**src/shared/sink_b_map.svh**
```systemverilog
`ifndef SINK_B_MAP_SVH
`define SINK_B_MAP_SVH

// Register indices; byte address is four times the index
`define SINKB_CTRL_IDX   12'h0af
`define SINKB_STAT_IDX   12'h0c0

// Control word: writable bits and reset value
`define SINKB_CTRL_WMASK 16'hf333
`define SINKB_CTRL_RST   16'h0000
`define SINKB_DRIVE_BIT  13

// Status word field positions
`define SINKB_STAT_ACT_BIT  16
`define SINKB_STAT_GPIO_BIT 17

// Timebase
`define SINKB_CLK_MHZ    100

// Flash durations in microseconds
`define SINKB_DUR0_US    32000
`define SINKB_DUR1_US    64000
`define SINKB_DUR2_US    96000
`define SINKB_DUR3_US    1024000

// Ramp times in microseconds, steady and flash operation
`define SINKB_LRAMP1_US  250000
`define SINKB_LRAMP2_US  500000
`define SINKB_LRAMP3_US  1000000
`define SINKB_FRAMP1_US  1950
`define SINKB_FRAMP2_US  3910
`define SINKB_FRAMP3_US  7800

// Periodic retrigger interval in microseconds
`define SINKB_PERIOD_US  4000000

`endif

```
**src/shared/sink_b_pkg.sv**
```systemverilog
package sink_b_pkg;

	// Control register layout, bit 15 down to bit 0
	typedef struct packed {
		logic       function_select;
		logic       trigger_source;
		logic       drive;
		logic       periodic_retrigger;
		logic [1:0] rsv_a;
		logic [1:0] pulse_length;
		logic [1:0] rsv_b;
		logic [1:0] fall_ramp;
		logic [1:0] rsv_c;
		logic [1:0] rise_ramp;
	} ctrl_t;

	// Flash sequencer states
	typedef enum logic [1:0] {
		ST_IDLE  = 2'b01,
		ST_FLASH = 2'b10
	} flash_state_t;

	// APB answer bundle
	typedef struct packed {
		logic [31:0] rdata;
		logic        ready;
		logic        slverr;
	} apb_rsp_t;

endpackage

```
**src/verilog/led_sink_flash_sequencer.sv**
```systemverilog
// Behaviour
// Function select bit picks steady LED (0) or timed flash (1).
// In flash, trigger source bit picks drive bit (0) or GPIO pin (1).
// In steady LED operation the drive bit simply enables the sink.
// Register trigger: drive bit rising starts flash; hardware clears it at end.
// With GPIO trigger selected, drive bit writes do not start flashes.
// Rate 0 gives one flash per trigger; rate 1 retriggers every 4 s.
// Duration field 9:8 selects 32, 64, 96 or 1024 ms.
// Fall ramp field 5:4: none/0.25/0.5/1 s LED, none/1.95/3.91/7.8 ms flash.
// Rise ramp field 1:0: same choices as the fall ramp, per mode.
// State machine reset clears rate, duration and ramps; drive default fixed.
// Periodic flashes use the same duration and ramps as triggered ones.
`include "sink_b_map.svh"
module led_sink_flash_sequencer
	import sink_b_pkg::*;
#(
	parameter int         LEVEL_W       = 8,
	parameter int         TICK_CYCLES   = `SINKB_CLK_MHZ,
	parameter int         SCALE_SHIFT   = 0,
	parameter logic       DRIVE_DEFAULT = 1'b0
) (
	// Clock, reset, enable
	input  wire logic               pclk,
	input  wire logic               presetn,
	input  wire logic               ce,
	// Power state machine reset pulse
	input  wire logic               sm_reset,
	// APB slave
	input  wire logic               psel,
	input  wire logic               penable,
	input  wire logic               pwrite,
	input  wire logic [11:0]        paddr,
	input  wire logic [31:0]        pwdata,
	output logic [31:0]             prdata,
	output logic                    pready,
	output logic                    pslverr,
	// Flash trigger pin
	input  wire logic               gpio_flash_trigger,
	// Sink drive
	output logic [LEVEL_W-1:0]      sink_b_output,
	output logic                    sink_b_active
);

	// Elaboration checks
	if (LEVEL_W < 2 || LEVEL_W > 16) begin : g_chk_w
		$error("LEVEL_W must be 2 to 16");
	end
	if (TICK_CYCLES < 1 || TICK_CYCLES > 4096) begin : g_chk_t
		$error("TICK_CYCLES must be 1 to 4096");
	end
	if (SCALE_SHIFT < 0 || SCALE_SHIFT > 16) begin : g_chk_s
		$error("SCALE_SHIFT must be 0 to 16");
	end

	localparam logic [11:0] CTRL_ADDR = 12'(`SINKB_CTRL_IDX * 4);
	localparam logic [11:0] STAT_ADDR = 12'(`SINKB_STAT_IDX * 4);
	localparam logic [15:0] TICK_LAST = 16'(TICK_CYCLES - 1);

	// Microsecond count scaled down for short simulations, at least one tick
	function automatic logic [31:0] scaled(input int us);
		logic [31:0] t;
		t = 32'(us) >> SCALE_SHIFT;
		return (t == 32'h0) ? 32'h1 : t;
	endfunction

	// Flash length in ticks
	function automatic logic [31:0] dur_ticks(input logic [1:0] code);
		unique case (code)
			2'b00: return scaled(`SINKB_DUR0_US);
			2'b01: return scaled(`SINKB_DUR1_US);
			2'b10: return scaled(`SINKB_DUR2_US);
			2'b11: return scaled(`SINKB_DUR3_US);
		endcase
	endfunction

	// Ticks between level steps for a ramp code and mode
	function automatic logic [31:0] ramp_step(input logic [1:0] code, input logic flash);
		logic [31:0] t;
		t = 32'h1;
		unique case (code)
			2'b00: t = 32'h1;
			2'b01: t = flash ? scaled(`SINKB_FRAMP1_US) : scaled(`SINKB_LRAMP1_US);
			2'b10: t = flash ? scaled(`SINKB_FRAMP2_US) : scaled(`SINKB_LRAMP2_US);
			2'b11: t = flash ? scaled(`SINKB_FRAMP3_US) : scaled(`SINKB_LRAMP3_US);
		endcase
		t = t >> LEVEL_W;
		return (t == 32'h0) ? 32'h1 : t;
	endfunction

	ctrl_t        ctrl_q;
	flash_state_t st_q;
	logic [15:0]  pre_q;
	logic         tick;
	logic [31:0]  dur_q;
	logic [31:0]  per_q;
	logic         drive_prev_q;
	logic [2:0]   gsync_q;
	logic         glvl_q;
	logic         glvl_prev_q;
	logic         gpio_rise;
	logic         trig_reg;
	logic         trig_gpio;
	logic         per_fire;
	logic         any_trig;
	logic         flash_end;
	logic         apb_acc;
	logic         wr_fire;
	logic         wr_ctrl;
	logic         ramp_target;
	logic [1:0]   ramp_code;
	apb_rsp_t     rsp_d;

	// Microsecond tick prescaler
	always_ff @(posedge pclk or negedge presetn) begin
		if (!presetn) begin
			pre_q <= 16'h0000;
		end else if (ce) begin
			pre_q <= (pre_q == TICK_LAST) ? 16'h0000 : pre_q + 16'h1;
		end
	end
	assign tick = (pre_q == TICK_LAST);

	// Trigger pin: three stages, change accepted when last two agree
	always_ff @(posedge pclk or negedge presetn) begin
		if (!presetn) begin
			gsync_q     <= 3'h0;
			glvl_q      <= 1'b0;
			glvl_prev_q <= 1'b0;
		end else if (ce) begin
			gsync_q     <= {gsync_q[1:0], gpio_flash_trigger};
			glvl_prev_q <= glvl_q;
			if (gsync_q[1] == gsync_q[2]) begin
				glvl_q <= gsync_q[2];
			end
		end
	end
	assign gpio_rise = glvl_q & ~glvl_prev_q;

	// APB decode; one wait state, write lands at the completing edge
	assign apb_acc = psel & penable;
	assign wr_fire = apb_acc & pready & pwrite;
	assign wr_ctrl = wr_fire & (paddr == CTRL_ADDR);

	// Trigger sources
	assign trig_reg  = ctrl_q.function_select & ~ctrl_q.trigger_source
		& ctrl_q.drive & ~drive_prev_q;
	assign trig_gpio = ctrl_q.function_select & ctrl_q.trigger_source & gpio_rise;
	assign per_fire  = ctrl_q.function_select & ctrl_q.periodic_retrigger
		& tick & (per_q == 32'h0);
	assign any_trig  = trig_reg | trig_gpio | per_fire;
	assign flash_end = (st_q == ST_FLASH) & tick & (dur_q == 32'h0);

	// Control register; software write beats the hardware clear
	always_ff @(posedge pclk or negedge presetn) begin
		if (!presetn) begin
			ctrl_q       <= ctrl_t'(`SINKB_CTRL_RST);
			ctrl_q.drive <= 1'b0;
		end else if (ce) begin
			if (sm_reset) begin
				ctrl_q       <= ctrl_t'(`SINKB_CTRL_RST);
				ctrl_q.drive <= DRIVE_DEFAULT;
			end else if (wr_ctrl) begin
				ctrl_q <= ctrl_t'(pwdata[15:0] & `SINKB_CTRL_WMASK);
			end else if (flash_end && !ctrl_q.trigger_source) begin
				ctrl_q.drive <= 1'b0;
			end
		end
	end

	// Drive bit history for edge detection
	always_ff @(posedge pclk or negedge presetn) begin
		if (!presetn) begin
			drive_prev_q <= 1'b0;
		end else if (ce) begin
			drive_prev_q <= ctrl_q.drive;
		end
	end

	// Periodic retrigger interval counter
	always_ff @(posedge pclk or negedge presetn) begin
		if (!presetn) begin
			per_q <= 32'h0;
		end else if (ce) begin
			if (!(ctrl_q.function_select && ctrl_q.periodic_retrigger)) begin
				per_q <= scaled(`SINKB_PERIOD_US) - 32'h1;
			end else if (tick) begin
				per_q <= (per_q == 32'h0) ? scaled(`SINKB_PERIOD_US) - 32'h1 : per_q - 32'h1;
			end
		end
	end

	// Flash sequencer; triggers during a flash are ignored
	always_ff @(posedge pclk or negedge presetn) begin
		if (!presetn) begin
			st_q  <= ST_IDLE;
			dur_q <= 32'h0;
		end else if (ce) begin
			unique case (st_q)
				ST_IDLE: begin
					if (any_trig) begin
						st_q  <= ST_FLASH;
						dur_q <= dur_ticks(ctrl_q.pulse_length) - 32'h1;
					end
				end
				ST_FLASH: begin
					if (!ctrl_q.function_select || flash_end) begin
						st_q <= ST_IDLE;
					end else if (tick) begin
						dur_q <= dur_q - 32'h1;
					end
				end
				default: begin
					st_q <= ST_IDLE;
				end
			endcase
		end
	end

	// Ramp target: drive bit in LED mode, flash window in flash mode
	assign ramp_target = ctrl_q.function_select ? (st_q == ST_FLASH) : ctrl_q.drive;
	assign ramp_code   = ramp_target ? ctrl_q.rise_ramp : ctrl_q.fall_ramp;

	sink_b_ramp #(
		.LEVEL_W    (LEVEL_W)
	) u_ramp (
		.pclk       (pclk),
		.presetn    (presetn),
		.ce         (ce),
		.tick       (tick),
		.target_on  (ramp_target),
		.instant    (ramp_code == 2'b00),
		.step_ticks (ramp_step(ramp_code, ctrl_q.function_select)),
		.level      (sink_b_output)
	);

	// Flash activity flag
	always_ff @(posedge pclk or negedge presetn) begin
		if (!presetn) begin
			sink_b_active <= 1'b0;
		end else if (ce) begin
			sink_b_active <= (st_q == ST_FLASH);
		end
	end

	// Read mux and error for unmapped addresses
	always_comb begin
		rsp_d        = '0;
		rsp_d.ready  = apb_acc & ~pready;
		if (paddr == CTRL_ADDR) begin
			rsp_d.rdata[15:0] = ctrl_q;
		end else if (paddr == STAT_ADDR) begin
			rsp_d.rdata[LEVEL_W-1:0]         = sink_b_output;
			rsp_d.rdata[`SINKB_STAT_ACT_BIT]  = (st_q == ST_FLASH);
			rsp_d.rdata[`SINKB_STAT_GPIO_BIT] = glvl_q;
		end else begin
			rsp_d.slverr = 1'b1;
		end
	end

	// Registered APB answer
	always_ff @(posedge pclk or negedge presetn) begin
		if (!presetn) begin
			prdata  <= 32'h0;
			pready  <= 1'b0;
			pslverr <= 1'b0;
		end else if (ce) begin
			pready  <= rsp_d.ready;
			prdata  <= rsp_d.ready ? rsp_d.rdata : 32'h0;
			pslverr <= rsp_d.ready & rsp_d.slverr;
		end
	end
endmodule

```
**src/verilog/sink_b_ramp.sv**
```systemverilog
module sink_b_ramp
	import sink_b_pkg::*;
#(
	parameter int LEVEL_W = 8
) (
	// Clock and reset
	input  wire logic               pclk,
	input  wire logic               presetn,
	input  wire logic               ce,
	// Control
	input  wire logic               tick,
	input  wire logic               target_on,
	input  wire logic               instant,
	input  wire logic [31:0]        step_ticks,
	// Level
	output logic [LEVEL_W-1:0]      level
);

	localparam logic [LEVEL_W-1:0] FULL = '1;

	logic [31:0] step_cnt_q;

	// Step timer, restarts whenever the level is on target
	always_ff @(posedge pclk or negedge presetn) begin
		if (!presetn) begin
			step_cnt_q <= 32'h0000_0000;
		end else if (ce) begin
			if (instant || level == (target_on ? FULL : '0)) begin
				step_cnt_q <= 32'h0000_0000;
			end else if (tick) begin
				step_cnt_q <= (step_cnt_q + 32'h1 >= step_ticks) ? 32'h0 : step_cnt_q + 32'h1;
			end
		end
	end

	// Level moves one step toward the target, or jumps when instant
	always_ff @(posedge pclk or negedge presetn) begin
		if (!presetn) begin
			level <= '0;
		end else if (ce) begin
			if (instant) begin
				level <= target_on ? FULL : '0;
			end else if (tick && step_cnt_q + 32'h1 >= step_ticks) begin
				if (target_on && level != FULL) begin
					level <= level + 1'b1;
				end else if (!target_on && level != '0) begin
					level <= level - 1'b1;
				end
			end
		end
	end

endmodule

```
**config.mk**
```make
export PLATFORM = sky130hd
export DESIGN_NAME = led_sink_flash_sequencer
export DESIGN_NICKNAME = d
export VERILOG_FILES = /design/src/shared/sink_b_pkg.sv /design/src/verilog/led_sink_flash_sequencer.sv /design/src/verilog/sink_b_ramp.sv
export VERILOG_INCLUDE_DIRS = /design/src /design/src/shared
export SDC_FILE = /design/constraint.sdc
export NUM_CORES = 1
export LEC_CHECK = 0
export BUFFER_PORTS_ARGS = -buffer_cell sky130_fd_sc_hd__buf_4
export CAP_MARGIN = 20
export CELL_PAD_IN_SITES_DETAIL_PLACEMENT = 0
export CELL_PAD_IN_SITES_GLOBAL_PLACEMENT = 2
export CORE_MARGIN = 10
export CORE_UTILIZATION = 42
export CTS_BUF_LIST = sky130_fd_sc_hd__clkbuf_2
export DETAILED_ROUTE_END_ITERATION = 16
export PLACE_DENSITY_LB_ADDON = 0.1
export SYNTH_ARGS = -nofsm -noshare
export SYNTH_HDL_FRONTEND = slang
export SYNTH_SLANG_ARGS = --single-unit
```
**constraint.sdc**
```tcl
create_clock -name pclk -period 8.1 [get_ports pclk]
set_input_delay 0.405 -clock pclk [delete_from_list [all_inputs] [get_ports pclk]]
set_output_delay 0.405 -clock pclk [all_outputs]
set_load 0.05 [all_outputs]
```
==> results.md <==
* Worst reg2reg setup slack at ~3.4 ns
* CTS tree: built
* Clk pwr share at 0.278
* CP Cell Sequence: buf_4, mux2i_1, mux2i_1, nand2_1, nand2b_1, ha_1, a21oi_1, o21ai_0, a211o_1, a2111oi_4, nand4_2, nor4_4, buf_4, a21o_4, mux2_4
* Antenna-violating nets left at 0
* Sw power at roughly 0.54 mW
* Post-Route Setup TNS at 0 ns
* Max Slew Vio Count at 0
* Fmax at roughly 210 MHz
* WL per Instance at about 17 um
* Synth async-reset ratio at 1.00
* Cell depth of the worst hold path at 3
* Post-CTS Setup Bufs at 0
* Yosys reg bits at around 160
* Worst EP required at 8.73 ns
* Area after DPL at 9600 um2
* Clk buf depth at 2
* Hold_sp: sm_reset
* Mean post-synth cell area at around 9.4 um2
* Worst Setup Start Kind: flop
* Pwr/cell area at roughly 170 nW/um2
* Dominant cells by area after synthesis: dfrtp_1 (44%), nand2_1 (4.5%), xnor2_1 (3.8%)
* CP Max Fanout at 18
* Die H at around 170 um
* Die area at 27600 um2
* Num rows at between 50 and 60
* Clock latency at the later pin of the worst-skew pair at 0.73 ns
* Total routed wirelength at about 22000 um
* R2R Path Start: ctrl_q[15]
* First-pass GRT wire length at approximately 38000 um
* Share of layout cells above drive strength 1 at 0.124
* Cell-internal power at 1.14 mW
* Final instance count without filler cells at between 1000 and 1500
* Netlist cell types at 80
* Final hold vios at 0
* Most common cell in the synthesized netlist: dfrtp_1
* Die Wd at 166 um
* Worst R2R Path Depth at 15
* Switch share at 0.321
* Via density at about 5.4
* Area delta synth->final at 11.9%
* Vias at between 7000 and 8000
* Yosys top cell by area: dfrtp_1
* GRT Total Usage at 0.163
* CTS Buf Count at 17
* Worst Setup SP: ctrl_q[15]
* Worst path bufs/invs at 2
* Post-Syn Area at around 9000 um2
* Endpoint class of the critical path: flop
* Initial antenna violation count at 1
* Final setup fails at 0
* Status: complete, no violations
* VDD IR-drop max at 0.0000768 V
* Worst R2R End: u_ramp.level[1]
* CP max-delay cell: mux2i_1
* Final Cycle Share at 0.586
* Root buffer cell: clkbuf_2
* Synthesized netlist cell count at 956
* Leakage at 4.46 nW
* Routability cong. at about 0.75
* Initial core utilization at 0.426
* Placed wire-length estimate at 15400 um
* Crit path max-delay family: multiplexers
* GR Overflow Total at 0
* Post-synth top area share at 0.435
* CTS H-tree depth at 4
* Type of the most critical hold path: input port to flop
* Hold path endpoint: ctrl_q[8]
* Number of max-cap violations at 0
* IO Port Bufs at 56
* # fillers at 2050
* Initial DRC Count at 457
* Setup Crit Path Kind: flop to flop
* Final instance area at about 10000 um2
* Nets at approximately 1100
* CTS clk-pin slew, worst paths at 0.24 ns
* Synthesis Warnings at 0
* IO Count at between 90 and 100
* Comb power frac at 0.179
* Core ar. at between 20000 and 25000 um2
* RSZ-0062 raised after global routing: false
* Post_cts resized at 0
* Placed Cells at roughly 1300
* Arr. time, crit path at 5.37 ns
* Pin count of the biggest net entering global routing at 97
* Max-slew headroom at 0.319
* Cts hold-fix bufs at 17
* Tmin final at 4.74 ns
* Worst slew pin tran at roughly 1 ns
* Fin Clk Skew at slightly below 0.07 ns
* Top post-synthesis cells by count: dfrtp_1 (156), nand2_1 (107), nor2_1 (89)
* Primary FF master, synth: dfrtp_1
* Drt pass-1 iters at 5
* Residual DRC at 0
* CTS Sinks at between 150 and 200
* Crit-path max cell delay at 0.74 ns
* Post-synth EDFFs at 0
* Sequential fraction of the synthesis area at 0.438
* Vias in the first global route at slightly above 7000
* Reg power frac at 0.543
==> placed cells by master, fill, tap and decap left out, types with 8 or more instances in the layout <==
cell,netlist,final
a211o_1,8,8
a21o_1,8,8
a21oi_1,37,37
a22o_1,18,18
and2_1,28,28
and3_1,11,11
buf_4,16,63
clkbuf_2,0,17
conb_1,1,16
dfrtp_1,156,156
dlygate4sd3_1,0,17
ha_1,27,27
inv_1,18,18
nand2_1,107,107
nand2b_1,18,18
nand3_1,27,27
nand4_1,17,17
nor2_1,89,89
nor3_1,31,31
nor4_1,14,14
o21ai_0,58,58
or3_1,17,17
xnor2_1,39,39
xor2_1,20,20
==> routing by layer <==
layer	track usage	routed length (um)
met1	0.225	11100
met2	0.258	10300
met3	0.0348	746
met4	0.0297	130
met5	0	0
==> area by class of cell <==
type	count	area [um2]	share of cell area
Inverter	18	67.6	0.00674
Multi-Input combinational cell	745	4770	0.476
Sequential cell	157	3930	0.392
Tap cell	275	344	0.0343
Clock buffer	17	85.1	0.00848
Antenna cell	1	2.50	0.000249
Timing Repair Buffer	82	659	0.0657
Clock inverter	14	171	0.0171
==> cell families (layout without fill, tap and decap cells) <==
group           count (synthesis)  count (layout)  share of synthesized area
simple gates                  415             415                      0.245
compound gates                213             213                      0.164
flops                         157             157                      0.438
buf+inv                        69             131                     0.0375
xor+xnor                       59              59                     0.0576
fa+ha+maj                      28              28                     0.0399
mux                            14              14                     0.0170
other cells                     1              17                   0.000418
==> registers in the layout, indices dropped and copies added, names as in the netlist, 2 cells and up <==
register	count
u_ramp.step_cnt_q	32
u_ramp.level	8
gsync_q	3
ctrl_q	10
per_q	32
prdata	16
st_q	2
pre_q	16
dur_q	32
==> tightest hold or removal path: stages <==
cell and delay (ns):
buf_4 0.13, nand2b_1 0.14, o21ai_0 0.07
==> metrics by stage <==
stage	utilization	worst slack (ns)	hold WS, ns	total power, mW
6_report	0.477	3.36	0.0741	1.68
5_1_grt	0.477	2.79	0.0382	1.78
4_1_cts	0.477	3.28	0.00651	1.70
3_5_place_dp	0.457	3.28	0.469	1.22
3_3_place_gp	0.457	3.23	0.474	1.22
2_1_floorplan	-	4.10	0.109	1.12
==> how the worst max path moves through the flow <==
stage                                  to  slack [ns]  cells past startpoint
after detailed placement  u_ramp.level[1]        3.28                     15
after global placement    u_ramp.level[1]        3.23                     15
after CTS                 u_ramp.level[1]        3.28                     15
after global routing      u_ramp.level[1]        2.79                     15
final                     u_ramp.level[1]        3.36                     15
after floorplan           u_ramp.level[1]        4.10                     14
==> power by group through the flow <==
stage / logic [mW] / clock network, mW / registers (mW)
2_1_floorplan: 0.210 / 0 / 0.915
3_3_place_gp: 0.292 / 0 / 0.924
3_5_place_dp: 0.295 / 0 / 0.923
4_1_cts: 0.302 / 0.490 / 0.910
5_1_grt: 0.335 / 0.521 / 0.923
6_report: 0.300 / 0.467 / 0.911
(Power assumes the default switching activity.)
